<file path="src/rtl/sarcc_pkg.sv">
package sarcc_pkg;

    // ------------------------------------------------------------------
    // Register map (byte addresses)
    // ------------------------------------------------------------------
    localparam logic [7:0] CTRL_ADDR   = 8'h00;
    localparam logic [7:0] CONFIG_ADDR = 8'h04;
    localparam logic [7:0] RESHI_ADDR  = 8'h08;
    localparam logic [7:0] RESLO_ADDR  = 8'h0C;
    localparam logic [7:0] TRIG_ADDR   = 8'h10;

    // ------------------------------------------------------------------
    // Control register fields
    // ------------------------------------------------------------------
    localparam int CTRL_EN_BIT    = 7;
    localparam int CTRL_TRACK_BIT = 6;
    localparam int CTRL_DONE_BIT  = 5;
    localparam int CTRL_BUSY_BIT  = 4;
    localparam int CTRL_SRC_LSB   = 0;
    localparam logic [7:0] CTRL_RESET = 8'h00;

    // ------------------------------------------------------------------
    // Config register fields
    // ------------------------------------------------------------------
    localparam int CFG_DIV_LSB   = 3;
    localparam int CFG_EIGHT_BIT = 2;
    localparam int CFG_LJST_BIT  = 1;
    localparam logic [7:0] CFG_RESET = 8'hF8;

    // Trigger register fields
    localparam int TRIG_T2_WIDE_BIT = 0;

    // ------------------------------------------------------------------
    // Timing
    // ------------------------------------------------------------------
    localparam int CORE_CLK_HZ     = 20_000_000;
    localparam int MAX_RATE_SPS    = 500_000;
    localparam logic [5:0] MIN_PERIOD_CYC =
        6'(CORE_CLK_HZ / MAX_RATE_SPS);
    localparam logic [3:0] BITS_TEN   = 4'hA;
    localparam logic [3:0] BITS_EIGHT = 4'h8;
    localparam logic [3:0] TRACK_CYC  = 4'h3;
    localparam logic [3:0] SAR_OVERHEAD = 4'h1;

    // ------------------------------------------------------------------
    // Types
    // ------------------------------------------------------------------
    typedef enum logic [2:0] {
        SARCC_SRC_SW    = 3'h0,
        SARCC_SRC_TMR0  = 3'h1,
        SARCC_SRC_TMR2  = 3'h2,
        SARCC_SRC_TMR1  = 3'h3,
        SARCC_SRC_PIN   = 3'h4
    } sarcc_src_e;

    typedef enum logic [3:0] {
        SARCC_OFF   = 4'h1,
        SARCC_TRACK = 4'h2,
        SARCC_DELAY = 4'h4,
        SARCC_CONV  = 4'h8
    } sarcc_state_e;

    typedef struct packed {
        logic        t0_ovf;
        logic        t1_ovf;
        logic        t2_lo_ovf;
        logic        t2_hi_ovf;
    } sarcc_timers_s;

    typedef struct packed {
        logic        sample;
        logic        track;
        logic [9:0]  code;
    } sarcc_analog_s;

endpackage : sarcc_pkg

</file>
<file path="src/rtl/sarcc_pin_sync.sv">
`timescale 1ns/100ps
module sarcc_pin_sync
    import sarcc_pkg::*;
(
    // Clock and reset
    input  wire logic clk_i,
    input  wire logic rstn_i,
    // Pin in, filtered level out
    input  wire logic pin_i,
    output logic      level_o
);

    typedef struct packed {
        logic [2:0] stage;
        logic       level;
    } sarcc_sync_s;

    sarcc_sync_s st;
    sarcc_sync_s next_st;

    // Level changes only once stages two and three agree
    always_comb begin
        next_st       = st;
        next_st.stage = {st.stage[1:0], pin_i};
        if (st.stage[1] == st.stage[2]) begin
            next_st.level = st.stage[2];
        end
    end

    always_ff @(posedge clk_i or negedge rstn_i) begin
        if (!rstn_i) begin
            st <= '0;
        end else begin
            st <= next_st;
        end
    end

    assign level_o = st.level;

endmodule : sarcc_pin_sync

</file>
<file path="src/rtl/sarcc_top.sv">
// Functional notes
// - Converter runs only while enable is 1; otherwise shut down.
// - Each finished conversion loads result high and low bytes.
// - Full-resolution results are 10-bit unsigned integers.
// - Justify 0 right-aligns (03FF); justify 1 left-aligns (FFC0).
// - Result bits unused by the alignment read as zero.
// - Eight-bit mode converts 8 MSBs into the high byte only.
// - Eight-bit mode ignores the justify bit.
// - Eight-bit conversions take two fewer conversion clocks.
// - Conversion clock is core clock divided by config field plus one.
// - Conversion rate never exceeds 500 ksps.
// - Start source field picks software, timers or pin edge.
// - In software mode, writing busy 1 starts a conversion.
// - Busy reads 1 during conversion, 0 when it completes.
// - Busy falling at completion sets done flag and raises interrupt if enabled.
// - Results are valid whenever the done flag reads 1.
// - Timer 2 trigger uses low or high byte overflow by timer mode.
// - Delayed tracking adds three conversion clocks before converting.
// - Without delayed tracking, conversion starts right at trigger.
// - Internal triggers: track whenever enabled and not converting.
// - Pin trigger: track if delayed bit, or pin low.
`timescale 1ns/100ps
module sarcc_top
    import sarcc_pkg::*;
(
    // Clock and reset
    input  wire logic          CORE_CLK_I,
    input  wire logic          RSTN_I,
    // AHB-Lite slave
    input  wire logic          HSEL_I,
    input  wire logic [7:0]    HADDR_I,
    input  wire logic [1:0]    HTRANS_I,
    input  wire logic          HWRITE_I,
    input  wire logic [2:0]    HSIZE_I,
    input  wire logic [31:0]   HWDATA_I,
    input  wire logic          HREADY_I,
    output logic [31:0]        HRDATA_O,
    output logic               HREADYOUT_O,
    output logic               HRESP_O,
    // Trigger sources
    input  wire sarcc_timers_s TIMERS_I,
    input  wire logic          EXT_START_PIN_I,
    // Interrupt enable and request
    input  wire logic          INT_ENABLE_I,
    output logic               INT_REQ_O,
    // Analog core
    input  wire logic [9:0]    SAR_CODE_I,
    output sarcc_analog_s      ANALOG_O,
    output logic               SHUTDOWN_O
);

    // ------------------------------------------------------------------
    // State
    // ------------------------------------------------------------------
    typedef struct packed {
        sarcc_state_e fsm;
        logic [7:0]   ctrl;
        logic [7:0]   cfg;
        logic         t2_wide;
        logic [7:0]   res_hi;
        logic [7:0]   res_lo;
        logic [4:0]   div_cnt;
        logic [3:0]   step;
        logic [5:0]   gap_cnt;
        logic         pin_prev;
        logic         start_req;
        logic         irq;
        logic         ad_valid;
        logic [7:0]   ad_addr;
        logic         ad_write;
        logic [31:0]  rdata;
    } sarcc_s;

    sarcc_s st;
    sarcc_s next_st;

    logic       pin_level;
    logic       tick;
    logic       trig;
    logic [3:0] conv_len;
    logic [9:0] code;
    logic       rd_take;
    logic       wr_now;
    logic       enabled;
    logic       eight;

    sarcc_pin_sync u_pin_sync (
        .clk_i   (CORE_CLK_I),
        .rstn_i  (RSTN_I),
        .pin_i   (EXT_START_PIN_I),
        .level_o (pin_level)
    );

    // ------------------------------------------------------------------
    // Combinational helpers
    // ------------------------------------------------------------------
    assign enabled  = st.ctrl[CTRL_EN_BIT];
    assign eight    = st.cfg[CFG_EIGHT_BIT];
    assign tick     = (st.div_cnt >= st.cfg[7:CFG_DIV_LSB]);
    assign conv_len = (eight ? BITS_EIGHT : BITS_TEN) + SAR_OVERHEAD;
    assign code     = SAR_CODE_I;
    assign rd_take  = HSEL_I && HREADY_I && HTRANS_I[1] && !HWRITE_I;
    assign wr_now   = st.ad_valid && st.ad_write;

    always_comb begin
        case (sarcc_src_e'(st.ctrl[CTRL_SRC_LSB+:3]))
            SARCC_SRC_SW:   trig = st.start_req;
            SARCC_SRC_TMR0: trig = TIMERS_I.t0_ovf;
            SARCC_SRC_TMR2: trig = st.t2_wide ? TIMERS_I.t2_hi_ovf
                                              : TIMERS_I.t2_lo_ovf;
            SARCC_SRC_TMR1: trig = TIMERS_I.t1_ovf;
            SARCC_SRC_PIN:  trig = pin_level && !st.pin_prev;
            default:        trig = 1'b0;
        endcase
    end

    // ------------------------------------------------------------------
    // Next state
    // ------------------------------------------------------------------
    always_comb begin
        next_st          = st;
        next_st.irq      = 1'b0;
        next_st.pin_prev = pin_level;
        next_st.ad_valid = HSEL_I && HREADY_I && HTRANS_I[1];
        next_st.ad_addr  = HADDR_I;
        next_st.ad_write = HWRITE_I;
        next_st.div_cnt  = tick ? 5'h00 : st.div_cnt + 5'h01;
        if (st.gap_cnt != 6'h00) begin
            next_st.gap_cnt = st.gap_cnt - 6'h01;
        end

        // Register writes
        if (wr_now) begin
            case (st.ad_addr)
                CTRL_ADDR: begin
                    next_st.ctrl[CTRL_EN_BIT]    = HWDATA_I[CTRL_EN_BIT];
                    next_st.ctrl[CTRL_TRACK_BIT] = HWDATA_I[CTRL_TRACK_BIT];
                    next_st.ctrl[CTRL_SRC_LSB+:3] = HWDATA_I[2:0];
                    if (!HWDATA_I[CTRL_DONE_BIT]) begin
                        next_st.ctrl[CTRL_DONE_BIT] = 1'b0;
                    end
                    if (HWDATA_I[CTRL_BUSY_BIT] &&
                        HWDATA_I[2:0] == 3'(SARCC_SRC_SW)) begin
                        next_st.start_req = 1'b1;
                    end
                end
                CONFIG_ADDR: next_st.cfg = {HWDATA_I[7:1], 1'b0};
                TRIG_ADDR:   next_st.t2_wide = HWDATA_I[TRIG_T2_WIDE_BIT];
                default: ;
            endcase
        end

        case (st.fsm)
            SARCC_OFF: begin
                next_st.start_req = 1'b0;
                if (enabled) begin
                    next_st.fsm = SARCC_TRACK;
                end
            end
            SARCC_TRACK: begin
                if (trig && st.gap_cnt == 6'h00) begin
                    next_st.start_req            = 1'b0;
                    next_st.ctrl[CTRL_BUSY_BIT]  = 1'b1;
                    next_st.gap_cnt              = MIN_PERIOD_CYC;
                    next_st.step                 = 4'h0;
                    next_st.fsm = st.ctrl[CTRL_TRACK_BIT] ? SARCC_DELAY
                                                          : SARCC_CONV;
                end
            end
            SARCC_DELAY: begin
                if (tick) begin
                    next_st.step = st.step + 4'h1;
                    if (st.step == TRACK_CYC - 4'h1) begin
                        next_st.step = 4'h0;
                        next_st.fsm  = SARCC_CONV;
                    end
                end
            end
            SARCC_CONV: begin
                if (tick) begin
                    next_st.step = st.step + 4'h1;
                    if (st.step == conv_len - 4'h1) begin
                        next_st.fsm = SARCC_TRACK;
                        next_st.ctrl[CTRL_BUSY_BIT] = 1'b0;
                        next_st.ctrl[CTRL_DONE_BIT] = 1'b1;
                        next_st.irq = INT_ENABLE_I;
                        if (eight) begin
                            next_st.res_hi = code[9:2];
                            next_st.res_lo = 8'h00;
                        end else if (st.cfg[CFG_LJST_BIT]) begin
                            next_st.res_hi = code[9:2];
                            next_st.res_lo = {code[1:0], 6'h00};
                        end else begin
                            next_st.res_hi = {6'h00, code[9:8]};
                            next_st.res_lo = code[7:0];
                        end
                    end
                end
            end
            default: next_st.fsm = SARCC_OFF;
        endcase

        if (!enabled && !(wr_now && st.ad_addr == CTRL_ADDR &&
                          HWDATA_I[CTRL_EN_BIT])) begin
            next_st.fsm                 = SARCC_OFF;
            next_st.ctrl[CTRL_BUSY_BIT] = 1'b0;
            next_st.step                = 4'h0;
        end

        // Read data
        next_st.rdata = 32'h0000_0000;
        if (rd_take) begin
            case (HADDR_I)
                CTRL_ADDR:   next_st.rdata = {24'h00_0000, next_st.ctrl};
                CONFIG_ADDR: next_st.rdata = {24'h00_0000, next_st.cfg};
                RESHI_ADDR:  next_st.rdata = {24'h00_0000, next_st.res_hi};
                RESLO_ADDR:  next_st.rdata = {24'h00_0000, next_st.res_lo};
                TRIG_ADDR:   next_st.rdata = {31'h0, next_st.t2_wide};
                default:     next_st.rdata = 32'h0000_0000;
            endcase
        end
    end

    always_ff @(posedge CORE_CLK_I or negedge RSTN_I) begin
        if (!RSTN_I) begin
            st         <= '0;
            st.fsm     <= SARCC_OFF;
            st.ctrl    <= CTRL_RESET;
            st.cfg     <= CFG_RESET;
        end else begin
            st <= next_st;
        end
    end

    // ------------------------------------------------------------------
    // Outputs
    // ------------------------------------------------------------------
    assign HRDATA_O    = st.rdata;
    assign HREADYOUT_O = 1'b1;
    assign HRESP_O     = 1'b0;
    assign INT_REQ_O   = st.irq;
    assign SHUTDOWN_O  = (st.fsm == SARCC_OFF);

    always_comb begin
        ANALOG_O.code   = st.res_hi[7:0] == 8'h00 ? 10'h000 : 10'h000;
        ANALOG_O.sample = (st.fsm == SARCC_CONV);
        if (st.ctrl[CTRL_SRC_LSB+:3] == 3'(SARCC_SRC_PIN)) begin
            ANALOG_O.track = (st.fsm == SARCC_DELAY) ||
                             ((st.fsm == SARCC_TRACK) &&
                              (st.ctrl[CTRL_TRACK_BIT] || !pin_level));
        end else begin
            ANALOG_O.track = (st.fsm == SARCC_TRACK) ||
                             (st.fsm == SARCC_DELAY);
        end
    end

    // ------------------------------------------------------------------
    // Assertions
    // ------------------------------------------------------------------
    property p_shutdown;
        @(posedge CORE_CLK_I) disable iff (!RSTN_I)
        !enabled |=> SHUTDOWN_O || enabled;
    endproperty
    a_shutdown: assert property (p_shutdown)
        else $error("converter active while disabled");

    property p_busy_fall_done;
        @(posedge CORE_CLK_I) disable iff (!RSTN_I)
        $fell(st.ctrl[CTRL_BUSY_BIT]) && enabled
            |-> st.ctrl[CTRL_DONE_BIT];
    endproperty
    a_busy_fall_done: assert property (p_busy_fall_done)
        else $error("busy fell without done flag");

    property p_eight_lo_zero;
        @(posedge CORE_CLK_I) disable iff (!RSTN_I)
        $rose(st.ctrl[CTRL_DONE_BIT]) && eight |-> st.res_lo == 8'h00;
    endproperty
    a_eight_lo_zero: assert property (p_eight_lo_zero)
        else $error("eight bit result leaked into low byte");

    property p_right_zero;
        @(posedge CORE_CLK_I) disable iff (!RSTN_I)
        $rose(st.ctrl[CTRL_DONE_BIT]) && !eight && !st.cfg[CFG_LJST_BIT]
            |-> st.res_hi[7:2] == 6'h00;
    endproperty
    a_right_zero: assert property (p_right_zero)
        else $error("unused high bits not zero");

    property p_left_zero;
        @(posedge CORE_CLK_I) disable iff (!RSTN_I)
        $rose(st.ctrl[CTRL_DONE_BIT]) && !eight && st.cfg[CFG_LJST_BIT]
            |-> st.res_lo[5:0] == 6'h00;
    endproperty
    a_left_zero: assert property (p_left_zero)
        else $error("unused low bits not zero");

    property p_no_direct_conv;
        @(posedge CORE_CLK_I) disable iff (!RSTN_I)
        st.fsm == SARCC_TRACK && $past(st.fsm) == SARCC_TRACK
            && st.ctrl[CTRL_TRACK_BIT] ##1 st.fsm != SARCC_TRACK
            |-> st.fsm == SARCC_DELAY || st.fsm == SARCC_OFF;
    endproperty
    a_no_direct_conv: assert property (p_no_direct_conv)
        else $error("delayed mode skipped tracking");

    property p_busy_in_conv;
        @(posedge CORE_CLK_I) disable iff (!RSTN_I)
        st.fsm == SARCC_CONV |-> st.ctrl[CTRL_BUSY_BIT];
    endproperty
    a_busy_in_conv: assert property (p_busy_in_conv)
        else $error("busy low during conversion");

    property p_gap;
        @(posedge CORE_CLK_I) disable iff (!RSTN_I)
        $rose(st.ctrl[CTRL_BUSY_BIT]) |-> st.gap_cnt == MIN_PERIOD_CYC;
    endproperty
    a_gap: assert property (p_gap)
        else $error("conversion spacing not armed");

    property p_gap_free;
        @(posedge CORE_CLK_I) disable iff (!RSTN_I)
        $rose(st.ctrl[CTRL_BUSY_BIT]) |-> $past(st.gap_cnt) == 6'h00;
    endproperty
    a_gap_free: assert property (p_gap_free)
        else $error("conversion started inside spacing window");

endmodule : sarcc_top

</file>
<file path="config.mk">
export PLATFORM = sky130hd
export DESIGN_NAME = sarcc_top
export DESIGN_NICKNAME = d
export VERILOG_FILES = /design/src/rtl/sarcc_pkg.sv /design/src/rtl/sarcc_pin_sync.sv /design/src/rtl/sarcc_top.sv
export SDC_FILE = /design/constraint.sdc
export NUM_CORES = 1
export LEC_CHECK = 0
export BUFFER_PORTS_ARGS = -buffer_cell sky130_fd_sc_hd__buf_2
export CAP_MARGIN = 0
export CORE_MARGIN = 2
export CORE_UTILIZATION = 52
export DETAILED_ROUTE_END_ITERATION = 8
export HOLD_SLACK_MARGIN = 0.05
export PLACE_DENSITY = 0.91
export REMOVE_ABC_BUFFERS = 1
export SETUP_SLACK_MARGIN = 0.2
export SLEW_MARGIN = 30
export SYNTH_ARGS = -nofsm -noshare
export SYNTH_HDL_FRONTEND = slang
export SYNTH_HIERARCHICAL = 1
export SYNTH_SLANG_ARGS = --single-unit
</file>
<file path="constraint.sdc">
create_clock -name CORE_CLK_I -period 2.57 [get_ports CORE_CLK_I]
set_input_delay 0.771 -clock CORE_CLK_I [delete_from_list [all_inputs] [get_ports CORE_CLK_I]]
set_output_delay 0.771 -clock CORE_CLK_I [all_outputs]
set_load 0.02 [all_outputs]
</file>
* Word-level counts from Yosys, hierarchy flattened
Cells that the tools add are included.
** Word-level totals
- Flip-flop bits (word level) :: 100
- Bits in latches :: 0
- RAM bits :: 0
- Bits in read-only memories :: 0
- Input port bits :: 66
- Word-level logic and storage cells :: 125
- Memories :: 0
** Operators by class
- Add/subtract/negate cells :: 5
- $mul :: 0
- Divide/modulo/power cells :: 0
- Magnitude comparators :: 1
- Equal/unequal tests :: 23
- Shift-type cells :: 0
- Mux-type cells :: 50
- Bitwise gates (word level) :: 0
- Reductions and logical operators :: 28
** Operator list (number)
- $mux W16 :: 5
- $mux W4 :: 12
- $pmux W8 S5 :: 1
- $eq A8 B3 Y1 const B :: 2
- $eq A8 B4 Y1 const B :: 2
- $eq A8 B5 Y1 const B :: 2
- $logic_not A8 Y1 :: 2
- $mux W8 :: 2
- $pmux W4 S4 :: 1
- $mux W1 :: 14
- $mux W12 :: 1
- $mux W6 :: 2
- $pmux W4 S3 :: 1
- $logic_and A1 B1 Y1 :: 11
- $mux W10 :: 1
- $mux W3 :: 3
- $ne A3 B1 Y1 const B :: 3
- $ne A3 B3 Y1 const B :: 3
- $add A4 B1 Y4 const B :: 2
- $eq A4 B2 Y1 const B :: 2
- $eq A3 B2 Y1 const B :: 2
- $logic_not A3 Y1 :: 2
- $logic_not A6 Y1 :: 1
- $mux W2 :: 3
- other kinds (20) :: 27

* Depth between registers and ports, before layout
Gate-level depths: netlist of the first run.
- Word-level depth :: 10
- Mapped depth :: 10

* Hierarchy
Netlist of the first run, hierarchy kept.
** Modules (own cells, without submodules)
- sarcc_top :: times used 1, cells each 406, area an instance 3941.3 µm², seq. area each 1809.2 µm²
- sarcc_pin_sync :: times used 1, cells each 5, area an instance 111.4 µm², seq. area each 100.1 µm²

* Worst setup path after synthesis of the first run
Ideal clock, no wire load.
- Kind :: flip-flop to flip-flop
- Start :: register st[82] (netlist bit)
- End :: register st (netlist bit HRDATA_O[6])
- Library setup time :: 0.073 ns
- Arrival :: 2.306 ns
- Required time :: 2.497 ns
- Slack :: 0.191 ns
- Stages on the path, launching flop included :: 10
- Buffers on the path :: 0
- Period minus slack after synthesis :: 2.379 ns
- Path through :: dfstp_2 > inv_1 > ha_1 > nand2_1 > o21ai_0 > a31oi_1 > nor3_4 > mux2_2 > o221a_1 > nor2_1
** RTL lines
- start, declared :: RTL line sarcc_top.sv:74 : sarcc_s st;
- start signal, assigned :: RTL line sarcc_top.sv:231 : st <= next_st;

==> flow_summary.yaml, run 1 <==
timing:
  tightest_slew_ns: 0.7180
  clock.fmax_mhz: 418.6
  max_slew_margin: 0.5203
  setup_viol: 0
  setup_ws_ns: 0.1813
  post-route-period-util: 0.9295
  rsz0062_at_grt: "yes"
  min_period_ns: 2.389
  fin_skew_ns: 0.009349
  hold_viol: 0
  slew_violations: 0
final_layout:
  drive_gt1_frac: 0.3023
  diodes: 0
  fill_cells: 534
  area_growth_pct: 18.77
  mostFrequentLayoutCells: "dfrtp_1, nand2_1, buf_2"
  post-route-util: 0.6294
  final_common_cell: "dfrtp_1"
  design.final.nets: 553
floorplan:
  initial_core_util: 0.5299
  coreArea_um2: 7647
  die-area_um2: 8516
  num_rows: 32
  die_width_um: 92.28
  die_h_um: 92.28
  io_pins: 114
synth:
  async_flop_share: 1.000
  synth-compound-area-share: 0.1247
  synthFlopType: "dfrtp_1"
  ys_warn_count: 6
  syn_avg_cell_area_um2: 9.860
  netlist_area_um2: 4053
  synth_xor_area_frac: 0.01729
  synth_adder_area_share: 0.03056
  yosysSeqAreaShare: 0.4711
  ys_ff_latch: 76
  synth_top_family_by_area: "simple AND/OR/NAND/NOR gates"
  synthDistinctLibCells: 59
  synthCells: 411
  synthSimpleGateAreaFrac: 0.1717
  yosys-mux-area-fraction: 0.07008
  synth_edf_count: 0
placement:
  dp_hpwl_mm: 6.782
  place_ws_ns: -0.09698
  gp_congestion: 0.9403
  port_buffers: 49
run:
  maxCapViolCount: 0
setup_path:
  end_kind: "output port"
  arrival_ns: 1.62
  cp.required_ns: 1.80
  critPathMaxFanout: 7
  path_cells: "nor2b_1, nor3b_2, nand2b_1, buf_2"
  cpPeakStageDelay_ns: 0.46
  criticalPathCategory: "reg2out"
  cp_slowest_cell: "dfrtp_1"
  crit_path_start_kind: "register"
grt:
  grt_max_degree: 45
  grt_pass1_vias: 3238
  grt_pass1_wl_mm: 15.57
  grt_usage: 0.2383
  antenna_found_initial: 0
  grt.overflow.total: 0
run_status:
  status: "completed"
power_and_ir_drop:
  p_leak_nw: 2.255
  totalPowerFinal_mw: 3.168
  powerDensity_nw_per_um2: 658.1
  irDropWorstVdd_mv: 0.3637
clock_network:
  ctsHtreeMaxLevel: 3
  numCtsBuffers: 9
  cts_tree: "built"
  clock_latency_ns: 0.36
  root_buffer: "clkbuf_8"
  clkSlewWorstSetupHoldPaths_ns: 0.08
  cts_sinks: 76
  clockBufferDepth: 2
  postCtsHoldBufs: 0
routing:
  remaining_drc_errors: 0
  drt-initial-drc-count: 277
  num_vias: 3408
  antenna_left: 0
  via_per_inst: 5.826
  avgRoutedWirePerCell_um: 17.74
  drtPass1Iterations: 5
  drt_wl_total_mm: 10.38
worst_hold_path:
  min_path_type: "reg2reg"
[logic make-up (layout without fill, tap and decap cells)]
group,after synthesis,after routing
simple gates,142,142
flops,76,76
buf+inv,75,113
compound gates,73,73
mux,25,25
fa+ha+maj,10,10
xor+xnor,8,8
other cells,2,36
[cell usage after synthesis (9+ instances only)]
| cell | number | area, µm² |
|---|---|---|
| nand2_1 | 49 | 183.9 |
| nor3_1 | 10 | 50.05 |
| a21oi_1 | 15 | 75.07 |
| inv_1 | 21 | 78.83 |
| mux2_2 | 11 | 123.9 |
| mux2i_1 | 10 | 100.1 |
| ha_1 | 9 | 112.6 |
| nor2_1 | 33 | 123.9 |
| buf_4 | 44 | 330.3 |
| dfrtp_1 | 70 | 1752 |
| o21ai_0 | 18 | 90.09 |
| nand3_1 | 11 | 55.05 |
[metal layers]
layer	vias up	routed length, µm	GRT usage
li1	1477	-	-
met1	1645	3864	0.2810
met2	213	5205	0.4063
met3	73	641	0.05341
met4	0	665	0.1256
met5	-	0	0
[area by class of cell]
type | instances | area [µm²] | area share
Timing Repair Buffer | 76 | 480.5 | 0.09982
Tap cell | 102 | 127.6 | 0.02651
Clock buffer | 13 | 168.9 | 0.03509
Inverter | 21 | 81.33 | 0.01690
Clock inverter | 3 | 43.79 | 0.009098
Sequential cell | 76 | 1912 | 0.3972
Multi-Input combinational cell | 294 | 1999 | 0.4154
[per-stage QoR]
step	setup TNS (ns)	hold WS, ns	cells	cell area, µm²
floorplan	0	0.3312	391	3802
global placement	-0.06086	0.3385	561	4333
detailed placement	-0.2714	0.3411	561	4333
CTS	0	0.3584	579	4623
global route	0	0.3614	585	4813
finish	0	0.3546	585	4813
[path summary, 6_finish.rpt]
path | cells past startpoint | to | slack [ns] | from
min in group asynchronous | 1 | st[86] | 0.41 | RSTN_I
max | 4 | ANALOG_O[10] | 0.18 | st[94]
max reg2reg | 8 | HRDATA_O[6] | 0.19 | st[34]
max in group asynchronous | 2 | st[80] | 1.50 | RSTN_I
min reg2reg | 0 | u_pin_sync/next_st[3] | 0.35 | u_pin_sync/next_st[2]
min | 0 | u_pin_sync/next_st[3] | 0.35 | u_pin_sync/next_st[2]
[sequential cells by signal (all words and copies together) (netlist names)]
signal / cells
u_pin_sync/st: 1
eight: 1
st: 61
INT_REQ_O: 1
HRDATA_O: 8
u_pin_sync/level_o: 1
u_pin_sync/next_st: 2
enabled: 1
[critical path, delay by kind of cell, from the launching register on]
| family | cells | cell delay [ns] |
|---|---|---|
| buffers and inverters | 1 | 0.16 |
| DFF | 1 | 0.46 |
| and+or+nand+nor | 3 | 0.64 |
[power by group]
| part | switching [mW] | internal [mW] | leakage [nW] |
|---|---|---|---|
| Clock | 0.441 | 0.529 | 0.110 |
| Sequential | 0.133 | 1.32 | 0.892 |
| Combinational | 0.433 | 0.315 | 1.25 |
[repair_timing]
| action | 4_1_cts | 5_1_grt |
|---|---|---|
| buffers inserted | 2 | 6 |
| resized for setup | 16 | 29 |
| setup endpoints to repair | 17 | 10 |
| pin swaps | 2 | 7 |
Note: power is estimated with default switching activity, not from simulation.
==> run 2: changes to the inputs <==
--- a/constraint.sdc
+++ b/constraint.sdc
@@ -3,2 +3,2 @@
 set_output_delay 0.771 -clock CORE_CLK_I [all_outputs]
-set_load 0.02 [all_outputs]
+set_load 0.1 [all_outputs]
==> run 2 against run 1 <==
Compared with the run above:
- combinational power grew 50%
- setup slack lost 0.080 ns
- clock-buffer cell count shrank 3
- design area grew 2.6%
- routed wire length grew 8.1%
- first-iteration DRC count grew 52%
- critical path type unchanged
- critical endpoint is now SHUTDOWN_O
- highest routed layer unchanged
==> flow_summary.yaml, run 2 (synthesis gave the netlist of run 1 again) <==
power_and_ir_drop:
  p_leak_nw: 2.314
  irDropWorstVdd_mv: 0.3816
  powerDensity_nw_per_um2: 708.5
timing:
  min_period_ns: 2.468
  hold_viol: 0
  post-route-period-util: 0.9605
  slew_violations: 0
  max_slew_margin: 0.4489
  rsz0062_at_grt: "yes"
  fin_skew_ns: 0.01166
  tightest_slew_ns: 0.8249
  clock.fmax_mhz: 405.1
  holdWs_ns: 0.3672
  setup_viol: 0
floorplan:
  die_width_um: 92.28
  num_rows: 32
  initial_core_util: 0.5299
  io_pins: 114
  die-area_um2: 8516
  coreArea_um2: 7647
  die_h_um: 92.28
grt:
  grt_pass1_vias: 3468
  grt_max_degree: 45
  grt.overflow.total: 0
  grt_pass1_wl_mm: 16.32
  grt_usage: 0.2489
  antenna_found_initial: 0
placement:
  port_buffers: 49
  dp_hpwl_mm: 6.846
  placed_cells: 562
  gp_congestion: 0.9278
  place_area_um2: 4373
setup_path:
  end_kind: "output port"
  critPathMaxFanout: 6
  r2r-start: "st[81]"
  criticalPathCategory: "reg2out"
  cp.required_ns: 1.80
  cpPeakStageDelay_ns: 0.48
  crit_path_start_kind: "register"
  startpoint: "st[95]"
  crit_family: "buffers and inverters"
  crit_top_cell: "buf_4"
  timing.critical_path.buf_inv: 3
  path_cells: "buf_4, nor4b_4, buf_4, buf_12"
  cp_slowest_cell: "dfrtp_2"
  arrival_ns: 1.70
final_layout:
  regMostFlops: "st"
  instances_no_fill: 594
  mostFrequentLayoutCells: "dfrtp_1, nand2_1, buf_2"
  diodes: 0
  design_area_um2: 4938
  drive_gt1_frac: 0.3293
  area_growth_pct: 21.86
  final_common_cell: "dfrtp_1"
  design.final.nets: 562
  largest_reg_flops: 61
  post-route-util: 0.6458
clock_network:
  clkSlewWorstSetupHoldPaths_ns: 0.08
  cts_tree: "built"
  cts_sinks: 76
  numCtsBuffers: 9
  clockBufferDepth: 2
  root_buffer: "clkbuf_8"
  clock_latency_ns: 0.37
  ctsHtreeMaxLevel: 3
worst_hold_path:
  min_path_type: "reg2reg"
  hold_start: "u_pin_sync/next_st[2]"
routing:
  via_per_inst: 5.887
  antenna_left: 0
  drt_wl_total_mm: 11.22
  remaining_drc_errors: 0
  drtPass1Iterations: 5
  num_vias: 3497
  drt-initial-drc-count: 420
  avgRoutedWirePerCell_um: 18.88
run:
  maxCapViolCount: 0
run_status:
  status: "completed"
[run 2: changes by cell type in the layout (fill, tap and decap cells not counted), moves of 2 or more]
cell,previous run,this run
buf_4,24,31
clkbuf_8,12,9
buf_12,1,3
buf_2,47,45
buf_6,4,6
mux2i_4,3,1
[run 2: cell type report]
cell class,instances,area [µm²]
repair buffers,85,585.6
clock inverters,6,65.06
clock buffers,10,127.6
multi-input cells,294,2038
inverters,21,81.33
flip-flops and latches,76,1913
well taps,102,127.6
fillers,499,2709
[run 2: final timing paths]
path                                         end  slack [ns]  depth (start not counted)
setup / recovery                      SHUTDOWN_O        0.10                          4
hold / removal             u_pin_sync/next_st[3]        0.37                          0
setup reg to reg                     HRDATA_O[3]        0.13                         11
hold reg to reg            u_pin_sync/next_st[3]        0.37                          0
max in group asynchronous                 st[55]        1.53                          2
min in group asynchronous                 st[45]        0.38                          1
[run 2: power breakdown]
part           switching [mW]  total, mW  internal, mW
combinational           0.718       1.12         0.400
sequential              0.144       1.46          1.32
clock                   0.471      0.919         0.449
[run 2: per-stage QoR]
stage	worst slack, ns	setup TNS, ns	power [mW]
CTS	0.1672	0	3.286
floorplan	-2.289	-10.26	2.086
finish	0.1015	0	3.499
global route	0.03919	0	3.632
detailed placement	-0.07194	-0.1802	2.337
global placement	-0.02254	-0.02760	2.292
[run 2: what timing repair did]
action / in CTS / in global routing
resized for setup: 19 / 37
cloned: 0 / 0
endpoints found under the setup margin: 17 / 16
pin swaps: 2 / 12
setup buffers: 7 / 9
hold buffers: 0 / 0
[run 2: layer usage]
metal | global-route usage | vias up | share of wire
met5 | 0 | - | 0
met4 | 0.1592 | 0 | 0.063
met3 | 0.04519 | 77 | 0.081
met2 | 0.4332 | 230 | 0.50
met1 | 0.2804 | 1693 | 0.35
li1 | - | 1497 | -
==> run 3: changes to the inputs <==
Settings changed: CORE_ASPECT_RATIO set to 0.6.
==> run 3 against run 2 <==
Compared with the run above:
- die area grew 0.27%
- largest power group unchanged
- routed wire length down 6.1%
- combinational power decreased by 5%
==> flow_summary.yaml, run 3 (synthesis gave the netlist of run 1 again) <==
setup_path:
  end_kind: "register"
  crit_path_start_kind: "register"
  path_cells: "inv_2, ha_4, nand2_4, o21ai_4, a31oi_4, nor3_4, buf_4, mux2_4, o21a_1, o21ai_2"
  crit_family: "compound AO/OA/AOI/OAI gates"
  cp.required_ns: 2.82
  cp_slowest_cell: "dfstp_2"
  r2r-start: "st[81]"
  arrival_ns: 2.76
  endpoint: "HRDATA_O[7]"
  startpoint: "st[81]"
  criticalPathCategory: "reg2reg"
  r2r-end: "HRDATA_O[7]"
  crit_cells: 10
  cpPeakStageDelay_ns: 0.56
  rr_worst_depth: 10
  rrSetupSlack_ns: 0.06
  timing.critical_path.buf_inv: 2
  critPathMaxFanout: 4
worst_hold_path:
  hold_path_depth: 0
  min_path_type: "reg2reg"
placement:
  dp_hpwl_mm: 7.384
  gp_congestion: 0.8917
  placed_cells: 563
  port_buffers: 49
  place_area_um2: 4378
  place_ws_ns: -0.04190
routing:
  drt-initial-drc-count: 311
  via_per_inst: 5.557
  remaining_drc_errors: 0
  num_vias: 3273
  drt_wl_total_mm: 10.53
  drtPass1Iterations: 4
  antenna_left: 0
  avgRoutedWirePerCell_um: 17.87
clock_network:
  postCtsHoldBufs: 0
  clock_latency_ns: 0.34
  clkSlewWorstSetupHoldPaths_ns: 0.06
  cts_sinks: 76
  ctsHtreeMaxLevel: 3
  clockBufferDepth: 2
  root_buffer: "clkbuf_16"
  cts_tree: "built"
  numCtsBuffers: 9
final_layout:
  design.final.nets: 555
  instances_no_fill: 589
  design_area_um2: 4952
  diodes: 0
  area_growth_pct: 22.20
  post-route-util: 0.6677
  final_common_cell: "dfrtp_1"
  drive_gt1_frac: 0.3155
  mostFrequentLayoutCells: "dfrtp_1, nand2_1, buf_2"
  regMostFlops: "st"
  largest_reg_flops: 61
power_and_ir_drop:
  irDropWorstVdd_mv: 0.6934
  totalPowerFinal_mw: 3.714
  powerDensity_nw_per_um2: 749.9
  p_leak_nw: 2.321
timing:
  min_period_ns: 2.512
  post-route-period-util: 0.9772
  fin_skew_ns: 0.007115
  holdWs_ns: 0.3655
  clock.fmax_mhz: 398.2
  max_slew_margin: 0.4223
  hold_viol: 0
  rsz0062_at_grt: "yes"
  setup_ws_ns: 0.05850
  tightest_slew_ns: 0.8647
  setup_viol: 0
  finalSetupTns_ns: 0
  slew_violations: 0
floorplan:
  io_pins: 114
  num_rows: 24
  die-area_um2: 8539
  die_width_um: 118.0
  die_h_um: 72.38
  initial_core_util: 0.5464
  coreArea_um2: 7417
run:
  maxCapViolCount: 0
grt:
  grt_pass1_vias: 3140
  grt_usage: 0.2482
  grt_max_degree: 56
  grt_pass1_wl_mm: 16.06
  grt.overflow.total: 0
  antenna_found_initial: 0
run_status:
  status: "completed"
-- run 3: timing repair --
item | in CTS | in global routing
buffers inserted | 2 | 8
gates resized for setup | 17 | 32
setup endpoints to repair | 12 | 14
pin swaps | 4 | 7
cloned | 0 | 0
-- run 3: worst reg2reg max path, delay by kind of cell, from the launching register on --
family / cells / cell delay, ns
AO/OA/AOI/OAI: 4 / 0.69
adder cells (fa/ha/maj): 1 / 0.27
multiplexers: 1 / 0.31
AND/OR/NAND/NOR: 2 / 0.36
flip-flops: 1 / 0.56
buffers and inverters: 2 / 0.23
-- run 3: how the worst min path moves through the flow --
stage | endpoint | slack, ns | from
2_1_floorplan | u_pin_sync/next_st[3] | 0.33 | u_pin_sync/next_st[2]
3_3_place_gp | u_pin_sync/next_st[3] | 0.33 | u_pin_sync/next_st[2]
3_5_place_dp | u_pin_sync/next_st[3] | 0.35 | u_pin_sync/next_st[2]
4_1_cts | u_pin_sync/next_st[3] | 0.37 | u_pin_sync/next_st[2]
5_1_grt | u_pin_sync/next_st[3] | 0.37 | u_pin_sync/next_st[2]
6_report | u_pin_sync/next_st[3] | 0.37 | u_pin_sync/next_st[2]
-- run 3: area by class of cell --
| type | instances | area (µm²) |
|---|---|---|
| fill | 577 | 2465 |
| tap | 104 | 130.1 |
| clock inverter | 1 | 5.005 |
| sequential | 76 | 1913 |
| inverter | 21 | 81.33 |
| clock buffer | 15 | 277.8 |
| multi-input combinational | 294 | 2021 |
| timing repair buffer | 78 | 524.3 |
-- run 3: metal layers --
| metal | wire length [µm] | vias to the layer above | track usage |
|---|---|---|---|
| li1 | - | 1491 | - |
| met1 | 4476 | 1612 | 0.3327 |
| met3 | 1014 | 20 | 0.1164 |
| met5 | 0 | - | 0 |
| met2 | 4829 | 150 | 0.3637 |
| met4 | 206 | 0 | 0.06961 |
-- run 3: power breakdown --
group	switching, mW	internal [mW]
registers	0.138	1.32
logic	0.699	0.363
clock network	0.462	0.732
total	1.30	2.41
